## src/shared/frd_pkg.sv

```systemverilog
// Purpose: constants for the flash read-path interface
// Assumes: one clock, synchronous active-high reset
// Notes: bit positions index the read configuration word
package frd_pkg;
    localparam int ADDR_W = 21;
    localparam int DATA_W = 16;
    localparam int PAGE_WORDS = 8;
    localparam int PAGE_SEL_W = 3;
    localparam int FIFO_DEPTH = 8;
    localparam int CFG_W = 16;
    localparam int BIT_NOWRAP = 3;
    localparam int BIT_CLK_EDGE = 6;
    localparam int BIT_VALID_TIMING = 8;
    localparam int BIT_READ_MODE = 15;
    localparam logic [1:0] BLEN_4 = 2'h1;
    localparam logic [1:0] BLEN_8 = 2'h2;
    localparam logic [1:0] BLEN_CONT = 2'h3;
    localparam logic [7:0] CMD_QUERY = 8'h98;
    localparam logic [7:0] CMD_READ_ARRAY = 8'hff;
    localparam int LATENCY_CYC = 2;
    localparam logic [CFG_W-1:0] CFG_RESET = 16'h8000;
    typedef enum logic [1:0] {REG_ARRAY, REG_QUERY, REG_STATUS, REG_ID} frd_region_t;
endpackage

```

## src/rtl/frd_fifo.sv

```systemverilog
// Purpose: small flip-flop FIFO with valid/ready on both sides
// Assumes: depth is a power of two
// Notes: full and empty are exact
`timescale 1ns/1ns
module frd_fifo #(
    parameter int WIDTH = 16,
    parameter int DEPTH = 8
) (
    input wire logic sys_clk_i,
    input wire logic reset_i,
    input wire logic in_valid_i,
    output logic in_ready_o,
    input wire logic [WIDTH-1:0] in_data_i,
    output logic out_valid_o,
    input wire logic out_ready_i,
    output logic [WIDTH-1:0] out_data_o
);
    localparam int AW = $clog2(DEPTH);
    logic [WIDTH-1:0] mem_r [DEPTH];
    logic [WIDTH-1:0] mem_nxt [DEPTH];
    logic [AW:0] wr_r, wr_nxt, rd_r, rd_nxt;
    logic push, pop;

    assign in_ready_o = (wr_r - rd_r) != (AW+1)'(DEPTH);
    assign out_valid_o = wr_r != rd_r;
    assign out_data_o = mem_r[rd_r[AW-1:0]];
    assign push = in_valid_i && in_ready_o;
    assign pop = out_valid_o && out_ready_i;

    always_comb
    begin
        mem_nxt = mem_r;
        wr_nxt = wr_r;
        rd_nxt = rd_r;
        if (push)
        begin
            mem_nxt[wr_r[AW-1:0]] = in_data_i;
            wr_nxt = wr_r + 1'b1;
        end
        if (pop)
        begin
            rd_nxt = rd_r + 1'b1;
        end
    end

    always_ff @(posedge sys_clk_i)
    begin
        mem_r <= mem_nxt;
        if (reset_i)
        begin
            wr_r <= '0;
            rd_r <= '0;
        end
        else
        begin
            wr_r <= wr_nxt;
            rd_r <= rd_nxt;
        end
    end
endmodule

```

## src/rtl/frd_read_if.sv

```systemverilog
// Purpose: read-path interface of a parallel flash device
// Assumes: bus pins arrive asynchronously and are synchronised here
// Notes: array contents come from a user-side read port that answers each request with array_valid_i
`timescale 1ns/1ns
module frd_read_if #(
    parameter int ADDR_W = frd_pkg::ADDR_W,
    parameter int DATA_W = frd_pkg::DATA_W,
    parameter int FIFO_DEPTH = frd_pkg::FIFO_DEPTH
) (
    input wire logic sys_clk_i,
    input wire logic reset_i,
    input wire logic chip_select_n_i,
    input wire logic output_enable_n_i,
    input wire logic address_valid_n_i,
    input wire logic burst_clk_i,
    input wire logic [ADDR_W-1:0] addr_i,
    output logic [DATA_W-1:0] data_o,
    output logic data_oe_o,
    output logic wait_n_o,
    output logic wait_oe_o,
    input wire logic [frd_pkg::CFG_W-1:0] read_config_register_i,
    input wire logic read_config_load_i,
    input wire logic [1:0] burst_length_i,
    input wire logic [7:0] command_port_i,
    input wire logic command_valid_i,
    input wire logic status_select_i,
    input wire logic id_select_i,
    output logic [frd_pkg::CFG_W-1:0] read_config_o,
    output logic burst_mode_o,
    output logic array_rd_o,
    output logic [ADDR_W-1:0] array_addr_o,
    input wire logic [DATA_W-1:0] array_data_i,
    input wire logic array_valid_i,
    output logic array_ready_o,
    input wire logic [DATA_W-1:0] alt_data_i
);
    ////////////////////////////////////////////////////////////////////////////
    // pin synchronisers
    logic [3:0] sy1_r, sy2_r, syp_r;
    logic [ADDR_W-1:0] ad1_r, ad2_r;
    always_ff @(posedge sys_clk_i)
    begin
        sy1_r <= {burst_clk_i, address_valid_n_i, output_enable_n_i, chip_select_n_i};
        sy2_r <= sy1_r;
        syp_r <= sy2_r;
        ad1_r <= addr_i;
        ad2_r <= ad1_r;
    end
    logic cs_n, oe_n, adv_n, clk_s;
    assign {clk_s, adv_n, oe_n, cs_n} = sy2_r;
    logic adv_rise, clk_rise, clk_fall;
    assign adv_rise = adv_n && !syp_r[2];
    assign clk_rise = clk_s && !syp_r[3];
    assign clk_fall = !clk_s && syp_r[3];

    ////////////////////////////////////////////////////////////////////////////
    // configuration and command state
    logic [frd_pkg::CFG_W-1:0] cfg_r, cfg_nxt;
    logic query_r, query_nxt;
    always_comb
    begin
        cfg_nxt = cfg_r;
        query_nxt = query_r;
        if (read_config_load_i)
        begin
            cfg_nxt = read_config_register_i;
        end
        if (command_valid_i)
        begin
            query_nxt = (command_port_i == frd_pkg::CMD_QUERY);
        end
    end
    always_ff @(posedge sys_clk_i)
    begin
        if (reset_i)
        begin
            cfg_r <= frd_pkg::CFG_RESET;
            query_r <= 1'b0;
        end
        else
        begin
            cfg_r <= cfg_nxt;
            query_r <= query_nxt;
        end
    end
    logic async_mode, nowrap, edge_fall, early_flag;
    assign async_mode = cfg_r[frd_pkg::BIT_READ_MODE];
    assign nowrap = cfg_r[frd_pkg::BIT_NOWRAP];
    assign edge_fall = cfg_r[frd_pkg::BIT_CLK_EDGE];
    assign early_flag = cfg_r[frd_pkg::BIT_VALID_TIMING];
    assign read_config_o = cfg_r;
    assign burst_mode_o = !async_mode;
    frd_pkg::frd_region_t region;
    always_comb
    begin
        if (query_r)
            region = frd_pkg::REG_QUERY;
        else if (status_select_i)
            region = frd_pkg::REG_STATUS;
        else if (id_select_i)
            region = frd_pkg::REG_ID;
        else
            region = frd_pkg::REG_ARRAY;
    end
    logic single_only;
    assign single_only = region != frd_pkg::REG_ARRAY;
    logic act_edge;
    assign act_edge = edge_fall ? clk_fall : clk_rise;

    ////////////////////////////////////////////////////////////////////////////
    // read sequencer
    typedef enum {ST_IDLE, ST_PAGE, ST_ASYNC, ST_BURST, ST_SYNC} frd_state_t;
    frd_state_t st_r, st_nxt;
    logic [ADDR_W-1:0] ptr_r, ptr_nxt, base_r, base_nxt;
    logic [3:0] fill_r, fill_nxt;
    logic [DATA_W-1:0] page_r [frd_pkg::PAGE_WORDS];
    logic [DATA_W-1:0] page_nxt [frd_pkg::PAGE_WORDS];
    logic [DATA_W-1:0] dout_r, dout_nxt;
    logic [1:0] lat_r, lat_nxt;
    logic [1:0] blen_r, blen_nxt;
    logic pend_r, pend_nxt;
    logic fifo_in_ready, fifo_out_valid, fifo_pop;
    logic [DATA_W-1:0] fifo_out_data;
    logic sel, latch_ev;
    assign sel = !cs_n;
    assign latch_ev = adv_rise || (!adv_n && act_edge);

    logic [ADDR_W-1:0] next_ptr;
    always_comb
    begin
        next_ptr = ptr_r + 1'b1;
        if (!nowrap && blen_r == frd_pkg::BLEN_4)
            next_ptr = {ptr_r[ADDR_W-1:2], 2'(ptr_r[1:0] + 2'h1)};
        else if (!nowrap && blen_r == frd_pkg::BLEN_8)
            next_ptr = {ptr_r[ADDR_W-1:3], 3'(ptr_r[2:0] + 3'h1)};
    end

    always_comb
    begin
        st_nxt = st_r;
        ptr_nxt = ptr_r;
        base_nxt = base_r;
        fill_nxt = fill_r;
        page_nxt = page_r;
        dout_nxt = dout_r;
        lat_nxt = lat_r;
        blen_nxt = blen_r;
        pend_nxt = pend_r;
        fifo_pop = 1'b0;
        array_rd_o = 1'b0;
        case (st_r)
            ST_IDLE:
            begin
                if (pend_r)
                    st_nxt = ST_IDLE; // wait out a stray reply
                else if (sel && async_mode && !adv_n && !single_only)
                begin
                    base_nxt = {ad2_r[ADDR_W-1:3], 3'h0};
                    ptr_nxt = {ad2_r[ADDR_W-1:3], 3'h0};
                    fill_nxt = 4'h0;
                    st_nxt = ST_PAGE;
                end
                else if (sel && async_mode && adv_rise)
                begin
                    ptr_nxt = ad2_r;
                    fill_nxt = 4'h0;
                    st_nxt = ST_ASYNC;
                end
                else if (sel && !async_mode && latch_ev)
                begin
                    ptr_nxt = ad2_r;
                    fill_nxt = 4'h0;
                    blen_nxt = burst_length_i;
                    lat_nxt = 2'(frd_pkg::LATENCY_CYC);
                    st_nxt = (single_only || burst_length_i == 2'h0) ? ST_SYNC : ST_BURST;
                end
            end
            ST_PAGE:
            begin
                if (fill_r < 4'(frd_pkg::PAGE_WORDS))
                begin
                    array_rd_o = !pend_r; // one request in flight
                    if (array_valid_i && pend_r)
                    begin
                        page_nxt[fill_r[2:0]] = array_data_i;
                        fill_nxt = fill_r + 4'h1;
                        ptr_nxt = ptr_r + 1'b1;
                    end
                end
                else
                begin
                    dout_nxt = page_r[ad2_r[frd_pkg::PAGE_SEL_W-1:0]];
                end
                if (ad2_r[ADDR_W-1:3] != base_r[ADDR_W-1:3] && fill_r == 4'h8)
                    st_nxt = ST_IDLE;
                if (adv_rise)
                begin
                    ptr_nxt = ad2_r;
                    fill_nxt = 4'h0;
                    st_nxt = ST_ASYNC;
                end
                if (cs_n)
                    st_nxt = ST_IDLE;
            end
            ST_ASYNC, ST_SYNC:
            begin
                array_rd_o = !pend_r && fill_r == 4'h0;
                if (array_rd_o)
                    fill_nxt = 4'h1;
                if (array_valid_i && fill_r != 4'h0)
                begin
                    dout_nxt = single_only ? alt_data_i : array_data_i;
                    st_nxt = ST_IDLE;
                end
                if (cs_n)
                    st_nxt = ST_IDLE;
            end
            ST_BURST:
            begin
                array_rd_o = fifo_in_ready && !pend_r;
                if (array_valid_i && fifo_in_ready)
                    ptr_nxt = next_ptr;
                if (lat_r != 2'h0 && act_edge)
                    lat_nxt = lat_r - 2'h1;
                if (lat_r == 2'h0 && act_edge && fifo_out_valid)
                begin
                    fifo_pop = 1'b1;
                    dout_nxt = fifo_out_data;
                end
                if (cs_n || adv_rise)
                    st_nxt = ST_IDLE;
            end
            default:
                st_nxt = ST_IDLE;
        endcase
        if (array_valid_i)
            pend_nxt = 1'b0;
        if (array_rd_o)
            pend_nxt = 1'b1;
    end
    assign array_addr_o = ptr_r;
    assign array_ready_o = (st_r == ST_BURST) ? fifo_in_ready : 1'b1;

    frd_fifo #(.WIDTH(DATA_W), .DEPTH(FIFO_DEPTH)) u_fifo (
        .sys_clk_i(sys_clk_i),
        .reset_i(reset_i || st_r != ST_BURST),
        .in_valid_i(array_valid_i && st_r == ST_BURST),
        .in_ready_o(fifo_in_ready),
        .in_data_i(array_data_i),
        .out_valid_o(fifo_out_valid),
        .out_ready_i(fifo_pop),
        .out_data_o(fifo_out_data)
    );

    ////////////////////////////////////////////////////////////////////////////
    // validity flag
    logic wait_r, wait_nxt;
    logic data_ok, data_ok_ahead;
    assign data_ok = fifo_out_valid;
    assign data_ok_ahead = fifo_out_valid && !(fifo_pop && !fifo_in_ready && !array_valid_i);
    always_comb
    begin
        wait_nxt = 1'b1;
        if (!async_mode && st_r == ST_BURST && lat_r == 2'h0 && (nowrap || blen_r == frd_pkg::BLEN_CONT))
            wait_nxt = early_flag ? data_ok_ahead : data_ok;
        if (async_mode)
            wait_nxt = 1'b1;
    end
    always_ff @(posedge sys_clk_i)
    begin
        if (reset_i)
        begin
            st_r <= ST_IDLE;
            ptr_r <= '0;
            base_r <= '0;
            fill_r <= 4'h0;
            dout_r <= '0;
            lat_r <= 2'h0;
            blen_r <= 2'h0;
            wait_r <= 1'b1;
            pend_r <= 1'b0;
        end
        else
        begin
            st_r <= st_nxt;
            ptr_r <= ptr_nxt;
            base_r <= base_nxt;
            fill_r <= fill_nxt;
            dout_r <= dout_nxt;
            lat_r <= lat_nxt;
            blen_r <= blen_nxt;
            wait_r <= wait_nxt;
            pend_r <= pend_nxt;
        end
        page_r <= page_nxt;
    end
    assign data_o = dout_r;
    assign data_oe_o = !cs_n && !oe_n;
    assign wait_oe_o = !cs_n && !oe_n;
    assign wait_n_o = wait_oe_o ? wait_r : 1'b1;
endmodule

```

## config.mk

```make
export PLATFORM = sky130hd
export DESIGN_NAME = frd_read_if
export DESIGN_NICKNAME = d
export VERILOG_FILES = /design/src/shared/frd_pkg.sv /design/src/rtl/frd_fifo.sv /design/src/rtl/frd_read_if.sv
export SDC_FILE = /design/constraint.sdc
export NUM_CORES = 1
export LEC_CHECK = 0
export ABC_AREA = 0
export BUFFER_PORTS_ARGS = -buffer_cell sky130_fd_sc_hd__clkbuf_2
export CAP_MARGIN = 40
export CELL_PAD_IN_SITES_DETAIL_PLACEMENT = 0
export CELL_PAD_IN_SITES_GLOBAL_PLACEMENT = 2
export CORE_AREA = 2 2 190 210
export DETAILED_ROUTE_END_ITERATION = 6
export DIE_AREA = 0 0 192 212
export PLACE_DENSITY = 0.81
export RECOVER_POWER = 100
export SLEW_MARGIN = 20
export SYNTH_ARGS = -nofsm -noshare
export SYNTH_HDL_FRONTEND = slang
export SYNTH_SLANG_ARGS = --single-unit
```

## constraint.sdc

```tcl
create_clock -name sys_clk_i -period 5.48 [get_ports sys_clk_i]
set_clock_uncertainty 0.1 [all_clocks]
set_input_delay 0.548 -clock sys_clk_i [delete_from_list [all_inputs] [get_ports sys_clk_i]]
set_output_delay 0.548 -clock sys_clk_i [all_outputs]
set_load 0.02 [all_outputs]
```

==> impl_metrics.ini, run 1 <==
[global_routing]
grt_max_degree = 65
antenna_found_initial = 0
grt.overflow.total = 0
grtUsageTotal_pct = 19.3
grt_pass1_vias = 10200
grt_pass1_wl_um = 58800

[detailed_routing]
antenna_left = 0
drc = 0
wl_per_cell_um = 21.0
via_per_inst = 5.43
drt_iter0_drc = 835
drt_wl_total_um = 38900
drtPass1Iterations = 5
via_count = 10100

[placed_design]
placed_area_mm2 = 0.0175
numPortBuffers = 148
gp_congestion = 0.798
dp_hpwl_um = 25200

[logic_synthesis]
netlist_instances = 1123
syn_avg_cell_area_um2 = 14.3
synth.most_common_cell = edfxtp_1
async_reset_ff_share_pct = 0
synth.distinct_cells = 73
yosysSeqAreaShare_pct = 66.1
synth.largest_area_cell = edfxtp_1
ys_ff_latch = 401
synth_edf_count = 256
synth-main-ff-cell = edfxtp_1
yosysTopAreaCellShare_pct = 48.0
synthTopCellsByCount = 256 x edfxtp_1, 145 x dfxtp_1, 127 x nand2_1
syn_nets = 1222
syn_area_mm2 = 0.0160
yosysWarningCount = 0
synth_area_leaders = edfxtp_1 48%, dfxtp_1 18%, mux4_2 9.0%

[pwr]
irDropWorstVdd_v = 0.000317
leakage_nw = 6.60
power_density_mw_per_mm2 = 387

[cells_and_area]
area_growth_pct = 17.8
n_antenna_cell = 0
final_util_pct = 48.6
final_area_mm2 = 0.0189
fillers = 3469
drive_gt1_share_pct = 18.4
nets = 1410

[sta]
period_share_pct = 87.2
tns_ns = 0
max_clock_freq_ghz = 0.209
tightest_slew_ns = 3.25
grt_setup_unrepaired = false
final_hold_viol_count = 0
slew_violations = 65
setup_viol = 0
max_slew_margin_pct = -117
fin_crit_ns = 4.78

[die]
ioPinCount = 149
fp-row-count = 76
die_h_um = 212
start_util_pct = 41.3
die_w_um = 192
core_mm2 = 0.0388
die_area_mm2 = 0.0407

[clock_network]
cts_tree = yes
clk_pin_slew_ns = 0.06
clock_path_buffers = 3
h-tree-depth = 2
cts-buffers-inserted = 42
clkLatencyLatePin_ns = 0.57
cts.sinks = 401
cts.repair.resized = 0
clock_tree.root_cell = clkbuf_16

[worst_setup_path]
required_ns = 4.83
crit_path_end_kind = output port
path_max_fanout = 18
arrival_ns = 4.13
crit_path_start_kind = flop
crit_type = flop to output port

[worst_hold_path]
worstHoldPathType = primary input to flop

[run_status]
violations = capacitance limit, slew limit
status = finished, violations left

[flow_run]
maxCapViolCount = 1
-- final cells by class --
class                   count  area [um^2]  area share (%)
clock inverters            21          169           0.895
clock buffers              57         1180            6.25
multi-input cells         645         5120            27.2
inverters                  12         45.0           0.239
well taps                 507          634            3.36
repair buffers            209         1120            5.93
flip-flops and latches    401        10600            56.2
-- cells by family (layout without fill, tap and decap cells) --
family	after synthesis	after routing	share of synthesized area, %
AO/OA/AOI/OAI	166	166	7.63
XOR/XNOR	31	31	1.70
adder cells (fa/ha/maj)	9	9	0.703
buffers and inverters	77	299	1.98
flip-flops	401	401	66.1
multiplexers	121	121	12.7
AND/OR/NAND/NOR	318	318	9.17
-- metal layers --
metal / routed length (um) / track usage [%]
met2: 18800 / 32.2
met3: 2580 / 4.56
met5: 0 / 0
met4: 1270 / 7.19
met1: 16300 / 24.5
-- critical path: stages, from the launching register on --
cell      delay, ns
dfxtp_1        0.77
clkinv_1       0.21
ha_1           0.41
nand3b_1       0.12
and3_1         0.19
nor4_1         0.90
clkbuf_1       0.30
o32a_1         0.19
o21ai_0        0.12
nor2b_1        0.17
clkbuf_1       0.19
-- power breakdown --
part / total (mW) / leakage [nW] / internal [mW] / switching [mW]
registers: 3.51 / 3.50 / 3.34 / 0.176
clock network: 2.77 / 0.667 / 1.61 / 1.16
logic: 1.02 / 2.44 / 0.369 / 0.646
-- cells in the final DEF, fill, tap and decap left out, types with 5 or more instances in the layout --
cell | Yosys | routed
nor3_1 | 15 | 12
nor2b_1 | 6 | 6
clkbuf_8 | 0 | 5
o311ai_0 | 10 | 10
a221oi_1 | 17 | 17
buf_4 | 1 | 10
o21a_1 | 5 | 5
clkinv_2 | 0 | 8
o21ai_0 | 5 | 6
a211oi_1 | 25 | 25
edfxtp_1 | 256 | 256
mux2_2 | 16 | 16
clkbuf_2 | 0 | 72
o41ai_1 | 10 | 10
nor4_1 | 9 | 10
nand2b_1 | 9 | 9
a31oi_1 | 7 | 7
clkbuf_1 | 46 | 104
nand4_1 | 6 | 6
a32oi_1 | 5 | 5
clkinv_1 | 1 | 8
nand2_1 | 127 | 127
inv_1 | 11 | 11
ha_1 | 9 | 9
mux2i_1 | 41 | 41
and2_1 | 6 | 5
xor2_1 | 23 | 23
clkbuf_16 | 0 | 43
xnor2_1 | 8 | 8
dfxtp_1 | 145 | 143
mux4_2 | 64 | 64
nand3_1 | 14 | 14
a21oi_1 | 43 | 43
dlygate4sd3_1 | 0 | 25
nor2_1 | 92 | 91
-- path summary, 6_finish.rpt --
kind | from | endpoint | slack, ns | cells after the start
max | u_fifo.rd_r[2]$_SDFFE_PP0P_ | array_rd_o | 0.70 | 10
max reg2reg | u_fifo.rd_r[2]$_SDFFE_PP0P_ | array_addr_o[14]$_SDFFE_PP0P_ | 1.09 | 9
min reg2reg | ad1_r[20]$_DFF_P_ | ad2_r[20]$_DFF_P_ | 0.22 | 0
min | read_config_register_i[15] | read_config_o[15]$_SDFFE_PP1P_ | 0.09 | 3
-- state kept, by name (all words and copies together) (netlist names), 2 cells and up --
name           flops
ad1_r             21
data_o            16
u_fifo.rd_r        4
sy1_r              4
ad2_r             21
blen_r             2
st_r               3
lat_r              2
read_config_o     16
syp_r              2
u_fifo.mem_r     128
array_addr_o      21
base_r            18
u_fifo.wr_r        4
page_r           128
fill_r             4
sy2_r              4
-- timing repair --
action,CTS,global route
hold buffers,25,0
setup buffers,0,0
endpoints found under the setup margin,0,0
endpoints found under the hold margin,25,0
-- stage by stage --
step	std cells	setup WS (ns)	hold WS (ns)	power, mW
finish	1852	0.699	0.0940	7.30
global route	1852	0.448	0.109	7.58
detailed placement	1748	1.67	0.213	4.59
floorplan	1123	1.15	0.210	4.19
CTS	1851	1.10	0.0651	7.38
global placement	1741	1.59	0.211	4.56
(Power assumes the default switching activity.)
==> run 2: changes to the inputs <==
--- a/config.mk
+++ b/config.mk
@@ -13,7 +13,7 @@
 export CORE_AREA = 2 2 190 210
 export DETAILED_ROUTE_END_ITERATION = 6
 export DIE_AREA = 0 0 192 212
-export PLACE_DENSITY = 0.81
+export PLACE_DENSITY = 0.87
 export RECOVER_POWER = 100
 export SLEW_MARGIN = 20
 export SYNTH_ARGS = -nofsm -noshare
==> run 2 against run 1 <==
  * The flow still finishes with violations (capacitance limit, slew limit)
  * Sequential share of layout area fell by 0.32 points
  * Wire length up 0.44%
  * Non-clock buffer count rose by 1
  * Maximum frequency is 0.49% higher
  * Count of clock-buffer cells in the layout fell by 1
  * Clock power increased by 7.2%
  * Register-to-register slack got worse by 0.04 ns
  * Critical path depth unchanged
  * Critical path type unchanged
  * Critical endpoint unchanged
  * Via count grew 0.66%
  * Highest routed layer unchanged
==> impl_metrics.ini, run 2 (synthesized netlist as in run 1, its figures left out) <==
[run_status]
status = finished, violations left
violations = capacitance limit, slew limit

[sta]
fin_crit_ns = 4.76
setup_viol = 0
final_hold_viol_count = 0
max_slew_margin_pct = -126
max_clock_freq_ghz = 0.210
tns_ns = 0
slew_violations = 68
tightest_slew_ns = 3.40
grt_setup_unrepaired = false
hold_ws_ns = 0.0974
period_share_pct = 86.8

[die]
core_mm2 = 0.0388
ioPinCount = 149
die_h_um = 212
fp-row-count = 76
die_area_mm2 = 0.0407
start_util_pct = 41.3
die_w_um = 192

[detailed_routing]
drtPass1Iterations = 5
antenna_left = 0
drc = 0
via_per_inst = 5.46
wl_per_cell_um = 21.1
drt_wl_total_um = 39100
drt_iter0_drc = 721
via_count = 10100

[worst_setup_path]
crit_type = flop to output port
crit_path_start_kind = flop
path_max_fanout = 18
crit_chain = clkinv_1 -> ha_1 -> a21oi_1 -> a21oi_1 -> nor4_1 -> clkbuf_1 -> o32a_1 -> o21ai_0 -> nor2b_1 -> clkbuf_1
path_buf_inv = 3
arrival_ns = 4.11
crit_family = simple AND/OR/NAND/NOR gates
crit_path_end_kind = output port
slowest_delay_ns = 0.85
required_ns = 4.83
critPathSlowestCell = nor4_1

[cells_and_area]
final_area_mm2 = 0.0190
area_growth_pct = 18.5
layout_commonest_cell = edfxtp_1
largestRegisters = page_r: 128 flops, u_fifo.mem_r: 128 flops
drive_gt1_share_pct = 19.1
final_cell_mix = 256 x edfxtp_1, 143 x dfxtp_1, 127 x nand2_1
n_antenna_cell = 0
finalNonFillerCells = 1854
nets = 1412

[global_routing]
grt.overflow.total = 0
grt_max_degree = 76
grt_pass1_wl_um = 58900
grt_pass1_vias = 10200
grtUsageTotal_pct = 19.3
antenna_found_initial = 0

[placed_design]
gp_congestion = 0.796
placed_area_mm2 = 0.0175
dp_cells = 1748
dp_hpwl_um = 25200
numPortBuffers = 148

[worst_hold_path]
worstHoldPathType = primary input to flop

[pwr]
power_density_mw_per_mm2 = 394
irDropWorstVdd_v = 0.000261
leakage_nw = 6.66

[clock_network]
cts-buffers-inserted = 43
clk_pin_slew_ns = 0.06
cts_tree = yes
h-tree-depth = 2
post_cts.repair.setup_buffers = 0
hold_buffers = 25
clkLatencyLatePin_ns = 0.57
cts.repair.resized = 0
clock_tree.root_cell = clkbuf_16
clock_path_buffers = 3
cts.sinks = 401

[flow_run]
maxCapViolCount = 1
-- run 2: cell types whose count changed in the layout (fill, tap and decap cells not counted), sizes merged --
| cell | delta |
|---|---|
| bufinv | +2 |
| clkinv | -3 |
| inv | +1 |
| clkinvlp | +2 |
| buf | -2 |
| clkbuf | +2 |
-- run 2: final cells by class --
| type | count | area, um^2 |
|---|---|---|
| well taps | 507 | 634 |
| repair buffers | 210 | 1100 |
| clock buffers | 56 | 1210 |
| fillers | 3385 | 19800 |
| inverters | 12 | 45.0 |
| flip-flops and latches | 401 | 10600 |
| clock inverters | 23 | 264 |
| multi-input cells | 645 | 5120 |
-- run 2: through the flow --
step           setup slack [ns]  util, %  power, mW
3_5_place_dp               1.62     45.0       4.58
3_3_place_gp               1.53     44.8       4.56
2_1_floorplan              1.15        -       4.19
5_1_grt                   0.432     48.9       7.78
4_1_cts                    1.12     49.4       7.59
6_report                  0.723     48.9       7.48
-- run 2: path summary, 6_finish.rpt --
| kind | slack, ns | to | startpoint | cells after the start |
|---|---|---|---|---|
| worst max-delay path | 0.72 | array_rd_o | u_fifo.rd_r[2]$_SDFFE_PP0P_ | 10 |
| worst min-delay path | 0.1 | read_config_o[15]$_SDFFE_PP1P_ | read_config_register_i[15] | 3 |
| worst max register to register | 1.05 | array_addr_o[16]$_SDFFE_PP0P_ | u_fifo.rd_r[2]$_SDFFE_PP0P_ | 9 |
| worst min register to register | 0.22 | ad2_r[14]$_DFF_P_ | ad1_r[14]$_DFF_P_ | 0 |
-- run 2: tightest hold or removal path, stage by stage --
cell,delay [ns]
clkbuf_2,0.07
nand2_1,0.04
o211ai_1,0.07
-- run 2: report_power, final --
group	internal, mW	switching [mW]
clock	1.77	1.20
combinational	0.361	0.641
sequential	3.34	0.174
total	5.46	2.02
-- run 2: routing by layer --
metal / wire (um) / GRT usage, % / up-vias
li1: - / - / 4687
met1: 16000 / 24.0 / 4962
met2: 19200 / 33.0 / 390
met3: 2710 / 4.32 / 78
met4: 1210 / 6.79 / 0
met5: 0 / 0 / -
==> run 3: changes to the inputs <==
--- a/config.mk
+++ b/config.mk
@@ -5,14 +5,15 @@
 export SDC_FILE = /design/constraint.sdc
 export NUM_CORES = 1
 export LEC_CHECK = 0
-export ABC_AREA = 0
+export ABC_AREA = 1
 export BUFFER_PORTS_ARGS = -buffer_cell sky130_fd_sc_hd__clkbuf_2
 export CAP_MARGIN = 40
 export CELL_PAD_IN_SITES_DETAIL_PLACEMENT = 0
 export CELL_PAD_IN_SITES_GLOBAL_PLACEMENT = 2
-export CORE_AREA = 2 2 190 210
+export CORE_AREA = 2 2 202 224
 export DETAILED_ROUTE_END_ITERATION = 6
-export DIE_AREA = 0 0 192 212
+export DIE_AREA = 0 0 204 226
+export GPL_TIMING_DRIVEN = 0
 export PLACE_DENSITY = 0.87
 export RECOVER_POWER = 100
 export SLEW_MARGIN = 20
==> run 3 against run 2 <==
  * The run now ends clean
  * Worst hold slack got worse by 0.028 ns
  * Clock power is essentially flat
  * Utilization fell by 4.4 points
  * Wire length is 22% higher
  * Synthesized area rose by 2.9%
  * Sequential share of layout area shrank 1.7 points
  * Register-to-register slack lost 0.09 ns
  * Largest power group unchanged
  * Highest routed layer is now met5
==> impl_metrics.ini, run 3 <==
[logic_synthesis]
syn_avg_cell_area_um2 = 9.92
synthTopCellsByCount = 326 x nor2_1, 256 x edfxtp_1, 243 x o21ai_0
synth_area_leaders = edfxtp_1 47%, dfxtp_1 18%, nor2_1 7.4%
syn_nets = 1759
ys_ff_latch = 401
synth_edf_count = 256
synth-main-ff-cell = edfxtp_1
async_reset_ff_share_pct = 0
synth.largest_area_cell = edfxtp_1
netlist_instances = 1660
yosysTopAreaCellShare_pct = 46.7
syn_area_mm2 = 0.0165
yosysWarningCount = 0
synth.most_common_cell = nor2_1
synth.distinct_cells = 42
yosysSeqAreaShare_pct = 64.3

[die]
start_util_pct = 37.5
die_h_um = 226
die_w_um = 204
fp-row-count = 81
ioPinCount = 149
core_mm2 = 0.0440
die_area_mm2 = 0.0461

[sta]
hold_ws_ns = 0.0689
setup_viol = 0
grt_setup_unrepaired = false
final_hold_viol_count = 0
max_clock_freq_ghz = 0.221
slew_violations = 0
period_share_pct = 82.4
tightest_slew_ns = 1.25
max_slew_margin_pct = 16.3
tns_ns = 0
fin_crit_ns = 4.52

[pwr]
leakage_nw = 7.34
switching_share_pct = 32.8
seqPwrFrac_pct = 42.1
total_power_mw = 8.60
pwr-share-comb_pct = 23.0
irDropWorstVdd_v = 0.000284
power_density_mw_per_mm2 = 439
p_switching_mw = 2.82
power.internal_mw = 5.78
p_clk_share_pct = 34.9

[clock_network]
cts.repair.resized = 0
clock_path_buffers = 3
clkLatencyLatePin_ns = 0.58
hold_buffers = 25
clock_tree.root_cell = clkbuf_16
post_cts.repair.setup_buffers = 0
cts-buffers-inserted = 44
cts_tree = yes
cts.sinks = 401
clk_pin_slew_ns = 0.06
h-tree-depth = 2

[detailed_routing]
wl_per_cell_um = 19.0
drtPass1Iterations = 5
drc = 0
drt_wl_total_um = 47900
via_per_inst = 5.07
antenna_left = 0
drt_iter0_drc = 801
via_count = 12700

[cells_and_area]
layout_commonest_cell = nor2_1
fillers = 4254
largestRegisters = page_r: 128 flops, u_fifo.mem_r: 128 flops
final_cell_mix = 331 x nor2_1, 256 x edfxtp_1, 243 x o21ai_0
final_area_mm2 = 0.0196
nets = 1997
area_growth_pct = 18.8
drive_gt1_share_pct = 8.64

[global_routing]
antenna_found_initial = 2
grt_pass1_wl_um = 71900
grtUsageTotal_pct = 20.8
grt_max_degree = 18
grt_pass1_vias = 12500
grt.overflow.total = 0

[worst_setup_path]
required_ns = 5.60
crit_path_start_kind = flop
arrival_ns = 4.63
crit_path_end_kind = flop
crit_type = flop to flop
path_max_fanout = 10

[placed_design]
gp_congestion = 0.863
placed_area_mm2 = 0.0182
dp_hpwl_um = 34300
numPortBuffers = 148

[run_status]
status = finished clean

[worst_hold_path]
worstHoldPathType = primary input to flop

[flow_run]
maxCapViolCount = 0
## run 3: cell count changes in the layout (fill, tap and decap cells not counted), moves of 17 or more
cell,before,now
o21ai_0,5,243
mux4_2,64,0
o211ai_1,2,26
o22ai_1,2,25
nand2_1,127,218
a221oi_1,17,0
inv_1,11,124
nor2_1,93,331
clkbuf_1,101,156
mux2i_1,41,10
nand3_1,14,33
a211oi_1,26,2
## run 3: worst max-delay path: stages (launching register included)
cell and delay [ns]:
dfxtp_1 0.34, clkbuf_1 0.35, inv_1 0.23, clkbuf_1 0.39, ha_1 0.45, nand2_1 0.08
nand2_1 0.07, nand2_1 0.08, nand2_1 0.05, nand2_1 0.05, nand2_1 0.06, nand2_1 0.12
nand2_1 0.22, inv_1 0.16, nand2_1 0.14, nor2_1 0.64, clkbuf_1 0.64
## run 3: metrics by stage
step,utilization (%),setup WS [ns],cells
finish,44.5,0.963,2515
global placement,40.8,0.908,2389
CTS,45.3,1.44,2514
global route,44.5,0.582,2514
floorplan,-,2.40,1660
detailed placement,41.4,1.54,2408
## run 3: kinds of logic after synthesis
kind of cell / count (synthesis) / synth area share [%]
adders and majority gates: 9 / 0.684
xor gates and xnor gates: 13 / 0.691
buffers and inverters: 209 / 5.13
and+or+nand+nor: 622 / 15.3
muxes: 10 / 0.608
DFF: 401 / 64.3
AOI/OAI and AO/OA: 396 / 13.3
## run 3: per-layer routing
metal | part of all wire (%) | global-route usage [%] | vias to the layer above
li1 | - | - | 6194
met1 | 41 | 25.4 | 6071
met2 | 48 | 35.2 | 357
met3 | 5.4 | 3.51 | 115
met4 | 5.0 | 11.2 | 4
met5 | 0.061 | 0 | -
## run 3: worst paths after layout
check | start | to | slack [ns] | cells after the start
setup / recovery | u_fifo.rd_r[1]$_SDFFE_PP0P_ | u_fifo.mem_r[111]$_DFFE_PP_ | 0.96 | 16
hold / removal | command_valid_i | query_r$_SDFFE_PP0P_ | 0.07 | 2
setup reg to reg | u_fifo.rd_r[1]$_SDFFE_PP0P_ | u_fifo.mem_r[111]$_DFFE_PP_ | 0.96 | 16
hold reg to reg | sy1_r[3]$_DFF_P_ | sy2_r[3]$_DFF_P_ | 0.23 | 0
## run 3: area by class of cell
class                   instances  area (um^2)  share of cell area (%)
diodes                          1         2.50                  0.0128
multi-input cells            1050         4980                    25.5
flip-flops and latches        401        10600                    54.1
plain buffers                  74          300                    1.53
clock inverters                24          280                    1.43
well taps                     581          727                    3.71
inverters                     135          512                    2.61
clock buffers                  57         1190                    6.08
repair buffers                192          993                    5.07
## run 3: power by group through the flow
stage          combinational (mW)  clock [mW]  sequential [mW]
2_1_floorplan                1.26           0             3.79
3_3_place_gp                 2.06           0             3.68
3_5_place_dp                 2.08           0             3.68
4_1_cts                      2.11        3.08             3.62
5_1_grt                      2.22        3.19             3.65
6_report                     1.97        3.00             3.62
